==> config.mk <==
export PLATFORM = sky130hd
export DESIGN_NAME = dia_aux_output
export DESIGN_NICKNAME = d
export VERILOG_FILES = /design/src/inc/dia_pkg.sv /design/src/design/dia_aux_output.sv
export SDC_FILE = /design/constraint.sdc
export NUM_CORES = 1
export LEC_CHECK = 0
export ABC_AREA = 1
export BUFFER_PORTS_ARGS = -buffer_cell sky130_fd_sc_hd__buf_2
export CAP_MARGIN = 20
export CORE_ASPECT_RATIO = 1.2
export CORE_MARGIN = 8
export CORE_UTILIZATION = 55
export CTS_CLUSTER_SIZE = 16
export DETAILED_ROUTE_END_ITERATION = 10
export PLACE_DENSITY = 0.77
export SETUP_SLACK_MARGIN = 0.05
export SLEW_MARGIN = 40
export SYNTH_ARGS = -nofsm -noshare
export SYNTH_HDL_FRONTEND = slang
export SYNTH_SLANG_ARGS = --single-unit
==> constraint.sdc <==
create_clock -name clk_sys -period 6.4 [get_ports clk_sys]
set_clock_uncertainty 0.05 [all_clocks]
set_input_delay 0.32 -clock clk_sys [delete_from_list [all_inputs] [get_ports clk_sys]]
set_output_delay 0.32 -clock clk_sys [all_outputs]
set_load 0.03 [all_outputs]
==> src/inc/dia_pkg.sv <==
package dia_pkg;
   // Channel count and field widths
   localparam int NUM_CH        = 2;
   localparam int SPEED_W       = 7;
   localparam int GEAR_W        = 8;
   localparam int FUSE_W        = 8;
   localparam int SEL_W         = 5;
   localparam int SHED_W        = 2;

   // Register byte offsets, channel 1 block then channel 2 block, then shared registers
   localparam logic [7:0] OFS_CH_STRIDE = 8'h20;
   localparam logic [7:0] OFS_LATCH_EN  = 8'h00;
   localparam logic [7:0] OFS_SPEED     = 8'h04;
   localparam logic [7:0] OFS_GEAR      = 8'h08;
   localparam logic [7:0] OFS_FUSE      = 8'h0c;
   localparam logic [7:0] OFS_SELECT    = 8'h10;
   localparam logic [7:0] OFS_SHED      = 8'h14;
   localparam logic [7:0] OFS_STATUS    = 8'h40;
   localparam logic [7:0] OFS_MASK      = 8'h44;
   localparam logic [7:0] OFS_OUTPUTS   = 8'h48;

   // Reset values, write limits and neutral gear
   localparam logic              RST_LATCH_EN = 1'b0;
   localparam logic [SPEED_W-1:0] RST_SPEED   = 7'h1e;
   localparam logic [SPEED_W-1:0] MAX_SPEED   = 7'h64;
   localparam logic [GEAR_W-1:0]  RST_GEAR    = 8'h7d;
   localparam logic [GEAR_W-1:0]  MAX_GEAR    = 8'hfa;
   localparam logic [GEAR_W-1:0]  GEAR_NEUTRAL = 8'h7d;
   localparam logic [FUSE_W-1:0]  RST_FUSE    = 8'hc8;
   localparam logic [SEL_W-1:0]   RST_SELECT  = 5'h0a;
   localparam logic [SEL_W-1:0]   MAX_SELECT  = 5'h10;
   localparam logic [SHED_W-1:0]  RST_SHED    = 2'h1;
   localparam logic [3:0]         RST_MASK    = 4'h0;

   // Status bit positions per channel: interlock trip, fuse trip
   localparam int ST_ILOCK = 0;
   localparam int ST_FUSE  = 1;

   // Key states
   typedef enum logic [1:0] {
      DIA_KEY_OFF, DIA_KEY_ACC, DIA_KEY_RUN, DIA_KEY_CRANK
   } dia_key_e;

   // Vehicle condition inputs
   typedef struct packed {
      logic                park_brake;
      logic                door_open;
      logic                power_takeoff;
      logic                engine_running;
      logic                moving;
      logic [SPEED_W-1:0]  speed_mph;
      logic [GEAR_W-1:0]   gear;
   } dia_veh_s;

   // Per-channel configuration
   typedef struct packed {
      logic                latch_en;
      logic [SPEED_W-1:0]  speed_thr;
      logic [GEAR_W-1:0]   gear_thr;
      logic [FUSE_W-1:0]   fuse_limit;
      logic [SEL_W-1:0]    cond_sel;
      logic [SHED_W-1:0]   shed_pri;
   } dia_cfg_s;

   typedef enum logic [1:0] {DIA_OFF, DIA_ON, DIA_TRIPPED} dia_ch_e;
endpackage : dia_pkg

==> src/design/dia_aux_output.sv <==
`timescale 1ns/100ps
module dia_aux_output (
   input  wire logic                                  clk_sys,
   input  wire logic                                  reset,
   input  wire logic [dia_pkg::NUM_CH-1:0]            switch_in,
   input  wire logic [1:0]                            key_run_state,
   input  wire dia_pkg::dia_veh_s                     veh_in,
   input  wire logic [dia_pkg::NUM_CH*dia_pkg::FUSE_W-1:0] load_current,
   input  wire logic [1:0]                            shed_level,
   input  wire logic [7:0]                            avs_address,
   input  wire logic                                  avs_read,
   input  wire logic                                  avs_write,
   input  wire logic [31:0]                           avs_writedata,
   output logic [31:0]                                avs_readdata,
   output logic                                       avs_waitrequest,
   output logic [dia_pkg::NUM_CH-1:0]                 aux_out,
   output logic                                       irq
);
   import dia_pkg::*;

   typedef struct packed {
      logic [2:0][NUM_CH-1:0] sw_sync;
      dia_veh_s [2:0]         veh_sync;
      logic [2:0][1:0]        key_sync;
      dia_veh_s               veh_prev;
      logic [1:0]             key_prev;
      logic [NUM_CH-1:0]      sw_prev;
      logic [NUM_CH-1:0]      latched;
      logic [NUM_CH-1:0]      fuse_trip;
      logic [NUM_CH-1:0]      out;
      dia_cfg_s [NUM_CH-1:0]  cfg;
      logic [3:0]             status;
      logic [3:0]             mask;
      logic                   ack;
      logic [31:0]            rdata;
   } dia_state_s;

   dia_state_s st_ff;
   dia_state_s nxt_st;

   ////////////////////////////////////////////////////////////////////////
   // Interlock condition evaluation for one channel
   function automatic logic dia_cond_ok(input dia_cfg_s c,
                                        input dia_veh_s v);
      logic ok;
      ok = 1'b0;
      case (c.cond_sel)
         5'h00: ok = 1'b1;
         5'h01: ok = v.park_brake;
         5'h02: ok = !v.park_brake;
         5'h03: ok = v.door_open;
         5'h04: ok = !v.door_open;
         5'h05: ok = v.power_takeoff;
         5'h06: ok = !v.power_takeoff;
         5'h07: ok = v.engine_running;
         5'h08: ok = !v.engine_running;
         5'h09: ok = v.speed_mph > c.speed_thr;
         5'h0a: ok = v.speed_mph < c.speed_thr;
         5'h0b: ok = !v.moving;
         5'h0c: ok = v.moving;
         5'h0d: ok = v.gear > c.gear_thr;
         5'h0e: ok = v.gear < c.gear_thr;
         5'h0f: ok = v.gear == GEAR_NEUTRAL;
         5'h10: ok = v.gear != GEAR_NEUTRAL;
         default: ok = 1'b0;
      endcase
      return ok;
   endfunction : dia_cond_ok

   // Register offset within a channel block, and channel index
   function automatic logic [7:0] dia_local(input logic [7:0] a);
      return (a >= OFS_CH_STRIDE && a < OFS_STATUS) ?
             8'(a - OFS_CH_STRIDE) : a;
   endfunction : dia_local

   function automatic logic dia_chan(input logic [7:0] a);
      return (a >= OFS_CH_STRIDE && a < OFS_STATUS);
   endfunction : dia_chan

   ////////////////////////////////////////////////////////////////////////
   // Next-state logic
   always_comb begin
      logic [NUM_CH-1:0] sw;
      logic [NUM_CH-1:0] ev_ilock;
      logic [NUM_CH-1:0] ev_fuse;
      logic              key_ok;
      dia_veh_s          veh;
      logic [1:0]        key;
      logic              cond;
      logic              shed;
      logic [FUSE_W-1:0] amps;
      logic [7:0]        loc;
      logic              ch;
      sw       = '0;
      ev_ilock = '0;
      ev_fuse  = '0;
      key_ok   = 1'b0;
      veh      = '0;
      key      = '0;
      cond     = 1'b0;
      shed     = 1'b0;
      amps     = '0;
      loc      = dia_local(avs_address);
      ch       = dia_chan(avs_address);
      nxt_st   = st_ff;

      // Input synchronisers; a change counts once stages 2 and 3 agree
      nxt_st.sw_sync  = {st_ff.sw_sync[1:0], switch_in};
      nxt_st.veh_sync = {st_ff.veh_sync[1:0], veh_in};
      nxt_st.key_sync = {st_ff.key_sync[1:0], key_run_state};
      for (int i = 0; i < NUM_CH; i++) begin
         sw[i] = (st_ff.sw_sync[1][i] == st_ff.sw_sync[2][i]) ?
                 st_ff.sw_sync[2][i] : st_ff.sw_prev[i];
      end
      // Multi-bit words pass only when two stages agree, else hold
      veh = (st_ff.veh_sync[1] == st_ff.veh_sync[2]) ?
            st_ff.veh_sync[2] : st_ff.veh_prev;
      key = (st_ff.key_sync[1] == st_ff.key_sync[2]) ?
            st_ff.key_sync[2] : st_ff.key_prev;
      key_ok = (key == DIA_KEY_RUN || key == DIA_KEY_ACC);
      nxt_st.sw_prev  = sw;
      nxt_st.veh_prev = veh;
      nxt_st.key_prev = key;

      // Channel logic, each channel self-contained
      for (int i = 0; i < NUM_CH; i++) begin
         cond = dia_cond_ok(st_ff.cfg[i], veh);
         amps = load_current[i*FUSE_W +: FUSE_W];
         // Level 0 never sheds; higher system level sheds more
         shed = (st_ff.cfg[i].shed_pri != 2'h0) &&
                (shed_level >= st_ff.cfg[i].shed_pri);
         if (!sw[i]) begin
            nxt_st.latched[i]   = 1'b0;
            nxt_st.fuse_trip[i] = 1'b0;
         end else begin
            if (st_ff.out[i] && !cond && st_ff.cfg[i].latch_en) begin
               nxt_st.latched[i] = 1'b1;
            end
            if (st_ff.out[i] && !cond) begin
               ev_ilock[i] = 1'b1;
            end
            if (st_ff.out[i] && amps > st_ff.cfg[i].fuse_limit) begin
               nxt_st.fuse_trip[i] = 1'b1;
               ev_fuse[i] = 1'b1;
            end
         end
         // After an interlock trip, re-arms on its own when latch-off is disabled; a fuse trip holds until the switch goes off
         nxt_st.out[i] = sw[i] && key_ok && cond &&
                         !nxt_st.latched[i] && !nxt_st.fuse_trip[i] &&
                         !shed;
      end

      // Avalon slave: one wait cycle; a write lands with waitrequest low
      nxt_st.ack = (avs_read || avs_write) && !st_ff.ack;
      if (avs_write && st_ff.ack) begin
         case (loc)
            OFS_LATCH_EN: nxt_st.cfg[ch].latch_en = avs_writedata[0];
            OFS_SPEED: begin
               if (avs_writedata <= 32'(MAX_SPEED)) begin
                  nxt_st.cfg[ch].speed_thr = avs_writedata[6:0];
               end
            end
            OFS_GEAR: begin
               if (avs_writedata <= 32'(MAX_GEAR)) begin
                  nxt_st.cfg[ch].gear_thr = avs_writedata[7:0];
               end
            end
            OFS_FUSE: begin
               if (avs_writedata <= 32'(RST_FUSE)) begin
                  nxt_st.cfg[ch].fuse_limit = avs_writedata[7:0];
               end
            end
            OFS_SELECT: begin
               if (avs_writedata <= 32'(MAX_SELECT)) begin
                  nxt_st.cfg[ch].cond_sel = avs_writedata[4:0];
               end
            end
            OFS_SHED: begin
               if (avs_writedata[31:SHED_W] == '0) begin
                  nxt_st.cfg[ch].shed_pri = avs_writedata[1:0];
               end
            end
            OFS_MASK: nxt_st.mask = avs_writedata[3:0];
            default: ;
         endcase
      end
      nxt_st.rdata = '0;
      if (avs_read && !st_ff.ack) begin
         case (loc)
            OFS_LATCH_EN: nxt_st.rdata = {31'h0, st_ff.cfg[ch].latch_en};
            OFS_SPEED:    nxt_st.rdata = {25'h0, st_ff.cfg[ch].speed_thr};
            OFS_GEAR:     nxt_st.rdata = {24'h0, st_ff.cfg[ch].gear_thr};
            OFS_FUSE:     nxt_st.rdata = {24'h0, st_ff.cfg[ch].fuse_limit};
            OFS_SELECT:   nxt_st.rdata = {27'h0, st_ff.cfg[ch].cond_sel};
            OFS_SHED:     nxt_st.rdata = {30'h0, st_ff.cfg[ch].shed_pri};
            OFS_STATUS:   nxt_st.rdata = {28'h0, st_ff.status};
            OFS_MASK:     nxt_st.rdata = {28'h0, st_ff.mask};
            OFS_OUTPUTS:  nxt_st.rdata = {30'h0, st_ff.out};
            default:      nxt_st.rdata = 32'h0;
         endcase
         if (loc == OFS_STATUS) begin
            nxt_st.status = '0;
         end
      end

      // Sticky events; a new event wins over the read clear
      for (int i = 0; i < NUM_CH; i++) begin
         if (ev_ilock[i]) begin
            nxt_st.status[2*i+ST_ILOCK] = 1'b1;
         end
         if (ev_fuse[i]) begin
            nxt_st.status[2*i+ST_FUSE] = 1'b1;
         end
      end
   end

   ////////////////////////////////////////////////////////////////////////
   // State register
   always_ff @(posedge clk_sys or posedge reset) begin
      if (reset) begin
         st_ff <= '0;
         for (int i = 0; i < NUM_CH; i++) begin
            st_ff.cfg[i].latch_en   <= RST_LATCH_EN;
            st_ff.cfg[i].speed_thr  <= RST_SPEED;
            st_ff.cfg[i].gear_thr   <= RST_GEAR;
            st_ff.cfg[i].fuse_limit <= RST_FUSE;
            st_ff.cfg[i].cond_sel   <= RST_SELECT;
            st_ff.cfg[i].shed_pri   <= RST_SHED;
         end
         st_ff.mask <= RST_MASK;
      end else begin
         st_ff <= nxt_st;
      end
   end

   // Outputs
   assign avs_waitrequest = (avs_read || avs_write) && !st_ff.ack;
   assign avs_readdata    = st_ff.rdata;
   assign aux_out         = st_ff.out;
   assign irq             = |(st_ff.status & st_ff.mask);
endmodule : dia_aux_output

==> results.cfg, run 1 <==
[outcome]
run_status = finished, final reports clean

[worst_setup_path]
reg2reg_to = aux_out[1]$_DFF_PP0_
timing.critical_path.fanout_max = 28
startpoint = st_ff[190]$_DFF_PP0_
r2r_cells = 23
reg2reg_slack_ns = 2.54
path_class = reg2reg
critical_path_arrival_ns = 4.14
worst_setup_path_endpoint = aux_out[1]$_DFF_PP0_
cp_data_required_time_ns = 6.68
worst_setup_path_start_kind = register
regToRegStartpoint = st_ff[190]$_DFF_PP0_
type_of_destination_of_the_critical_path = register

[timing]
layout_worst_path_cycle_share_pct = 60.29
finalSetupViolCount = 0
fin_hold_ws_ns = 0.1088
clock.fmax_mhz = 259.2
finalHoldViolations = 0
grt_setup_unrepaired = false
worst_slew_pin_slew_ns = 0.8538
totalNegativeSetupSlack_ns = 0
final.min_clock_period_ns = 3.858
maxSlewViolCount = 0
timing.max_slew.rel_slack_pct = 42.95

[synthesis]
synth_cells = 1450
synth_top_flop_cell = sky130_fd_sc_hd__dfrtp_1
postSynthRegisterBits = 181
post_synth_num_cell_types = 47
async_flop_share_pct = 100.0
seq_area_frac_synth_pct = 42.43
syn_area_per_cell_um2 = 7.428
synthesis.yosys.warnings = 0
syn_area_mm2 = 0.01077
synth_enable_flop_cells = 0

[route]
vias_per_cell = 5.449
antenna_violating_nets_post_route = 0
routed-via-count = 9907
first_pass_iters = 5
wirelength_mm = 29.60
drt-wirelength-per-cell_um = 16.28
drt_iter0_markers = 913
post-route-drc-count = 0

[global_routing]
first_pass_grt_wire_length_mm = 48.20
grt_start_max_net_pins = 102
antenna_found_initial = 0
first_global_vias = 9939
global_route.overflow_total = 0
globalRouteTotalUtil_pct = 24.95

[clock_network]
cts-resized-gates = 0
tritoncts = done
path_clk_slew_ns = 0.08
clkLatencyLatePin_ns = 0.44
htree_levels = 4
ctsRootBufferMaster = sky130_fd_sc_hd__clkbuf_16
cts_made_buffers = 17
cts.sinks = 181
clock_path_buffers = 2

[layout]
antenna_cells_inserted = 0
syn2layout_area_growth_pct = 12.69
layout.cells.most_common_list = 445 x sky130_fd_sc_hd__nand2_1, 175 x sky130_fd_sc_hd__inv_1, 160 x sky130_fd_sc_hd__nor2_1
n_fill_cell = 1732
area_of_the_multi_input_gates_mm2 = 0.005172
design.final.nets = 1682
mostFrequentLayoutCell = sky130_fd_sc_hd__nand2_1
final_layout_size_suffix_gt1_share_pct = 12.97
layout.area.seq_mm2 = 0.004569

[place]
detailedPlacementHpwl_mm = 21.84
place.port_buffers = 97
gp_congestion = 0.9444

[power]
ir_drop_v = 0.0001883
power_density_over_the_cells_mw_per_mm2 = 208.9
fin_total_pwr_mw = 2.536
p_leak_nw = 6.109

[job]
timing.max_cap.violations = 0

[floorplan]
fp.coreArea_mm2 = 0.01941
ios = 122
die_x_um = 143.7
fp.dieArea_mm2 = 0.02434
floorplan.initialDensity_pct = 55.49
core.rowCount = 56
die-height_um = 169.3

[worst_hold_path]
worstHoldPathType = in2reg
Yosys cell counts, types with 3 or more instances:
master / n / share of area, %
sky130_fd_sc_hd__o21ai_1: 32 / 1.5
sky130_fd_sc_hd__ha_1: 52 / 6.0
sky130_fd_sc_hd__o22ai_1: 9 / 0.52
sky130_fd_sc_hd__dfrtp_1: 149 / 35
sky130_fd_sc_hd__nand3_2: 3 / 0.28
sky130_fd_sc_hd__nor4_1: 8 / 0.46
sky130_fd_sc_hd__o21ai_0: 73 / 3.4
sky130_fd_sc_hd__buf_4: 37 / 2.6
sky130_fd_sc_hd__a21oi_1: 29 / 1.3
sky130_fd_sc_hd__nor3_1: 25 / 1.2
sky130_fd_sc_hd__nand2_1: 445 / 16
sky130_fd_sc_hd__nand3_1: 56 / 2.6
sky130_fd_sc_hd__nor2_2: 4 / 0.23
sky130_fd_sc_hd__clkbuf_1: 21 / 0.73
sky130_fd_sc_hd__or2_2: 7 / 0.41
sky130_fd_sc_hd__nor2_1: 161 / 5.6
sky130_fd_sc_hd__nor2_4: 5 / 0.52
sky130_fd_sc_hd__a31oi_1: 3 / 0.17
sky130_fd_sc_hd__o211ai_1: 37 / 2.6
sky130_fd_sc_hd__and3_1: 3 / 0.17
sky130_fd_sc_hd__mux2i_1: 3 / 0.28
sky130_fd_sc_hd__buf_2: 13 / 0.60
sky130_fd_sc_hd__nand4_1: 32 / 1.9
sky130_fd_sc_hd__inv_1: 176 / 6.1
sky130_fd_sc_hd__dfstp_2: 32 / 7.8
sky130_fd_sc_hd__xnor2_1: 3 / 0.24
sky130_fd_sc_hd__inv_2: 6 / 0.21
how the worst min path moves through the flow:
stage | start | endpoint | slack (ns) | cells after the start
6_report | avs_write | st_ff[32]$_DFF_PP0_ | 0.11 | 3
2_1_floorplan | nxt_st[135]$_DFF_PP0_ | nxt_st[137]$_DFF_PP0_ | 0.28 | 0
3_5_place_dp | nxt_st[135]$_DFF_PP0_ | nxt_st[137]$_DFF_PP0_ | 0.28 | 0
5_1_grt | avs_write | st_ff[32]$_DFF_PP0_ | 0.11 | 3
3_3_place_gp | nxt_st[202]$_DFF_PP0_ | nxt_st[204]$_DFF_PP0_ | 0.28 | 0
4_1_cts | avs_write | st_ff[32]$_DFF_PP0_ | 0.10 | 3
critical path, cell delays in order, from the launching register on:
cell and delay (ns):
sky130_fd_sc_hd__dfrtp_1 0.37, sky130_fd_sc_hd__inv_1 0.06, sky130_fd_sc_hd__nand2_1 0.05, sky130_fd_sc_hd__nand2_1 0.10
sky130_fd_sc_hd__nor2_1 0.13, sky130_fd_sc_hd__nand2_1 0.06, sky130_fd_sc_hd__nor2_1 0.16, sky130_fd_sc_hd__nand3_2 0.43
sky130_fd_sc_hd__o21ai_0 0.51, sky130_fd_sc_hd__ha_1 0.32, sky130_fd_sc_hd__a21oi_1 0.13, sky130_fd_sc_hd__nor2_1 0.05
sky130_fd_sc_hd__nor3_1 0.27, sky130_fd_sc_hd__nand2_1 0.09, sky130_fd_sc_hd__nand2_1 0.07, sky130_fd_sc_hd__nand3_1 0.06
sky130_fd_sc_hd__nor2_1 0.13, sky130_fd_sc_hd__nand2_1 0.07, sky130_fd_sc_hd__nor2_1 0.10, sky130_fd_sc_hd__nand3_1 0.08
sky130_fd_sc_hd__nor2_1 0.21, sky130_fd_sc_hd__nand4_1 0.12, sky130_fd_sc_hd__nand2_1 0.10, sky130_fd_sc_hd__nor2_1 0.04
power by group:
group	internal (mW)	switching, mW	total (mW)
clock network	0.564	0.513	1.08
logic	0.0785	0.175	0.254
registers	1.18	0.0247	1.20
final cells by class:
cell class,instances,share of cell area (%)
clock buffer,17,3.505
clock inverter,15,1.567
inverter,182,5.691
multi-input combinational,1037,42.62
sequential,181,37.65
tap,261,2.691
timing repair buffer,125,6.278
per-layer routing:
metal | track usage [%] | part of all wire, %
met3 | 4.700 | 6.2
met1 | 29.96 | 41
met4 | 11.68 | 4.0
met5 | 0 | 0
met2 | 42.40 | 49
repair_timing:
item | 4_1_cts | 5_1_grt
hold buffers | 25 | 0
setup endpoints to repair | 0 | 0
buffers inserted | 0 | 0
hold endpoints to repair | 53 | 0
logic make-up (layout without fill, tap and decap cells):
kind of cell               Yosys count  count (layout)  share of synthesized area [%]
muxes                                3               3                         0.2788
xor gates and xnor gates             5               5                         0.4764
and+or+nand+nor                    761             761                          30.07
adders and majority gates           53              53                          6.134
DFF                                181             181                          42.43
other                                1              24                        0.03482
buffers and inverters              255             339                          10.47
AOI/OAI and AO/OA                  191             191                          10.12
through the flow:
step	utilization, %	cell area (um2)	std cells	setup slack [ns]
floorplan	-	10860	1473	1.168
global placement	57.97	11250	1761	2.382
detailed placement	58.05	11270	1761	2.495
CTS	62.51	12130	1818	2.513
global route	62.53	12140	1818	2.083
finish	62.53	12140	1818	2.542
Note: power is estimated with default switching activity, not from simulation.
==> run 2, diff against run 1 <==
Clock period 6.4 ns to 3.65 ns, I/O delays scaled along.
==> run 2 against run 1 <==
Non-clock buffer count rose by 16. Sequential share of layout area decreased by 0.56 points. Die area unchanged. Combinational power increased by 80%. First-iteration DRC count fell by 14%. Via count rose by 0.19%. Worst hold slack lost 0.073 ns. Clock power is 69% higher. Clock-buffer cell count unchanged. Cell area rose by 1.5%. Highest routed layer unchanged.
==> results.cfg, run 2 (same netlist as run 1, synthesis figures left out) <==
[worst_setup_path]
timing.critical_path.max_delay_family = simple AND/OR/NAND/NOR gates
type_of_destination_of_the_critical_path = register
path_class = reg2reg
worst_setup_path_start_kind = register
timing.critical_path.fanout_max = 10
critical_path_arrival_ns = 3.67
critical_path.n_buffers_inverters = 3
cp_data_required_time_ns = 3.94
critPathSlowestCell = sky130_fd_sc_hd__dfrtp_1
crit_path_max_incr_delay_ns = 0.40
worst_path_most_repeated_cell = sky130_fd_sc_hd__nand2_1

[layout]
n_fill_cell = 1728
layout.cells.most_common_list = 445 x sky130_fd_sc_hd__nand2_1, 175 x sky130_fd_sc_hd__inv_1, 155 x sky130_fd_sc_hd__nor2_1
syn2layout_area_growth_pct = 14.38
final_layout_size_suffix_gt1_share_pct = 14.29
antenna_cells_inserted = 0
final_cell_utilization_of_the_core_pct = 63.47
mostFrequentLayoutCell = sky130_fd_sc_hd__nand2_1
design.final.nets = 1699

[clock_network]
ctsRootBufferMaster = sky130_fd_sc_hd__clkbuf_16
cts.sinks = 181
cts_made_buffers = 17
clock_path_buffers = 2
path_clk_slew_ns = 0.08
clkLatencyLatePin_ns = 0.45
htree_levels = 4
tritoncts = done

[timing]
totalNegativeSetupSlack_ns = 0
timing.max_slew.rel_slack_pct = 46.45
grt_setup_unrepaired = false
worst_slew_pin_slew_ns = 0.8024
maxSlewViolCount = 0
fin_hold_ws_ns = 0.03590
finalSetupViolCount = 0
layout_setup_ws_ns = 0.2715
finalHoldViolations = 0
clock.fmax_mhz = 296.0
final.min_clock_period_ns = 3.378
layout_worst_path_cycle_share_pct = 92.56

[place]
gp_congestion = 0.9524
detailedPlacementHpwl_mm = 21.96
place.port_buffers = 97
post-place-ws_ns = 0.03470

[global_routing]
antenna_found_initial = 0
first_global_vias = 9719
globalRouteTotalUtil_pct = 25.02
global_route.overflow_total = 0
first_pass_grt_wire_length_mm = 48.03
grt_start_max_net_pins = 85

[worst_hold_path]
worstHoldPathType = in2reg

[floorplan]
ios = 122
fp.coreArea_mm2 = 0.01941
fp.dieArea_mm2 = 0.02434
core.rowCount = 56
die_x_um = 143.7
die-height_um = 169.3
floorplan.initialDensity_pct = 55.49

[outcome]
run_status = finished, final reports clean

[power]
ir_drop_v = 0.0003109
p_leak_nw = 6.193
power_density_over_the_cells_mw_per_mm2 = 356.6

[route]
first_pass_iters = 6
post-route-drc-count = 0
drt-wirelength-per-cell_um = 16.16
wirelength_mm = 29.65
vias_per_cell = 5.409
routed-via-count = 9926
drt_iter0_markers = 784
antenna_violating_nets_post_route = 0

[job]
timing.max_cap.violations = 0
[run 2: cell count changes in the layout (fill, tap and decap cells not counted), sizes merged]
cell / before / now
buf: 100 / 114
clkinv: 5 / 7
dlygate4sd3: 25 / 27
bufinv: 1 / 0
clkinvlp: 2 / 1
nand3: 60 / 61
[run 2: stage by stage]
stage | cell area, um2 | cells | power (mW)
final | 12320 | 1835 | 4.394
after global routing | 12320 | 1835 | 4.561
after CTS | 12250 | 1833 | 4.412
after detailed placement | 11390 | 1774 | 2.579
after global placement | 11370 | 1773 | 2.565
after floorplan | 10860 | 1473 | 2.439
[run 2: where the power goes]
| part | switching [mW] | internal, mW | leakage (nW) | total, mW |
|---|---|---|---|---|
| Combinational | 0.310 | 0.147 | 3.69 | 0.457 |
| Clock | 0.905 | 0.918 | 0.289 | 1.82 |
| Sequential | 0.0443 | 2.07 | 2.21 | 2.11 |
| Total | 1.26 | 3.13 | 6.19 | 4.39 |
[run 2: area by class of cell]
| cell class | count | area [um2] | area share (%) |
|---|---|---|---|
| clock inverter | 15 | 160.2 | 1.300 |
| clock buffer | 17 | 425.4 | 3.453 |
| sequential | 181 | 4569 | 37.09 |
| multi-input combinational | 1038 | 5226 | 42.42 |
| timing repair buffer | 141 | 924.6 | 7.506 |
| inverter | 182 | 686.9 | 5.576 |
| tap | 261 | 326.6 | 2.651 |
[run 2: timing repair]
| action | in CTS | in global routing |
|---|---|---|
| gates resized for setup | 2 | 18 |
| setup buffers | 0 | 1 |
| hold buffers | 27 | 0 |
| pin swaps | 0 | 2 |
| setup endpoints to repair | 2 | 6 |
| gates cloned | 0 | 1 |
| endpoints found under the hold margin | 31 | 0 |
[run 2: worst paths after layout]
path,startpoint,to,slack (ns),cells past startpoint
max,st_ff[194]$_DFF_PP0_,aux_out[0]$_DFF_PP0_,0.27,26
min,avs_read,avs_readdata[3]$_DFF_PP0_,0.04,5
max reg2reg,st_ff[194]$_DFF_PP0_,aux_out[0]$_DFF_PP0_,0.27,26
min reg2reg,nxt_st[167]$_DFF_PP0_,nxt_st[187]$_DFF_PP0_,0.30,0
max in group asynchronous,reset,st_ff[131]$_DFF_PP0_,2.52,4
min in group asynchronous,reset,async pin,0.26,3
[run 2: layer usage]
layer / vias up / global-route usage (%) / part of all wire [%]
met5: - / 0 / 0
met1: 4632 / 30.61 / 42
met2: 395 / 41.57 / 49
li1: 4829 / - / -
met3: 70 / 5.460 / 5.9
met4: 0 / 11.18 / 3.7
[run 2: worst min-delay path, delay by kind of cell]
| family | cells | cell delay (ns) |
|---|---|---|
| simple gates | 1 | 0.05 |
| buf+inv | 3 | 0.20 |
| compound gates | 1 | 0.05 |
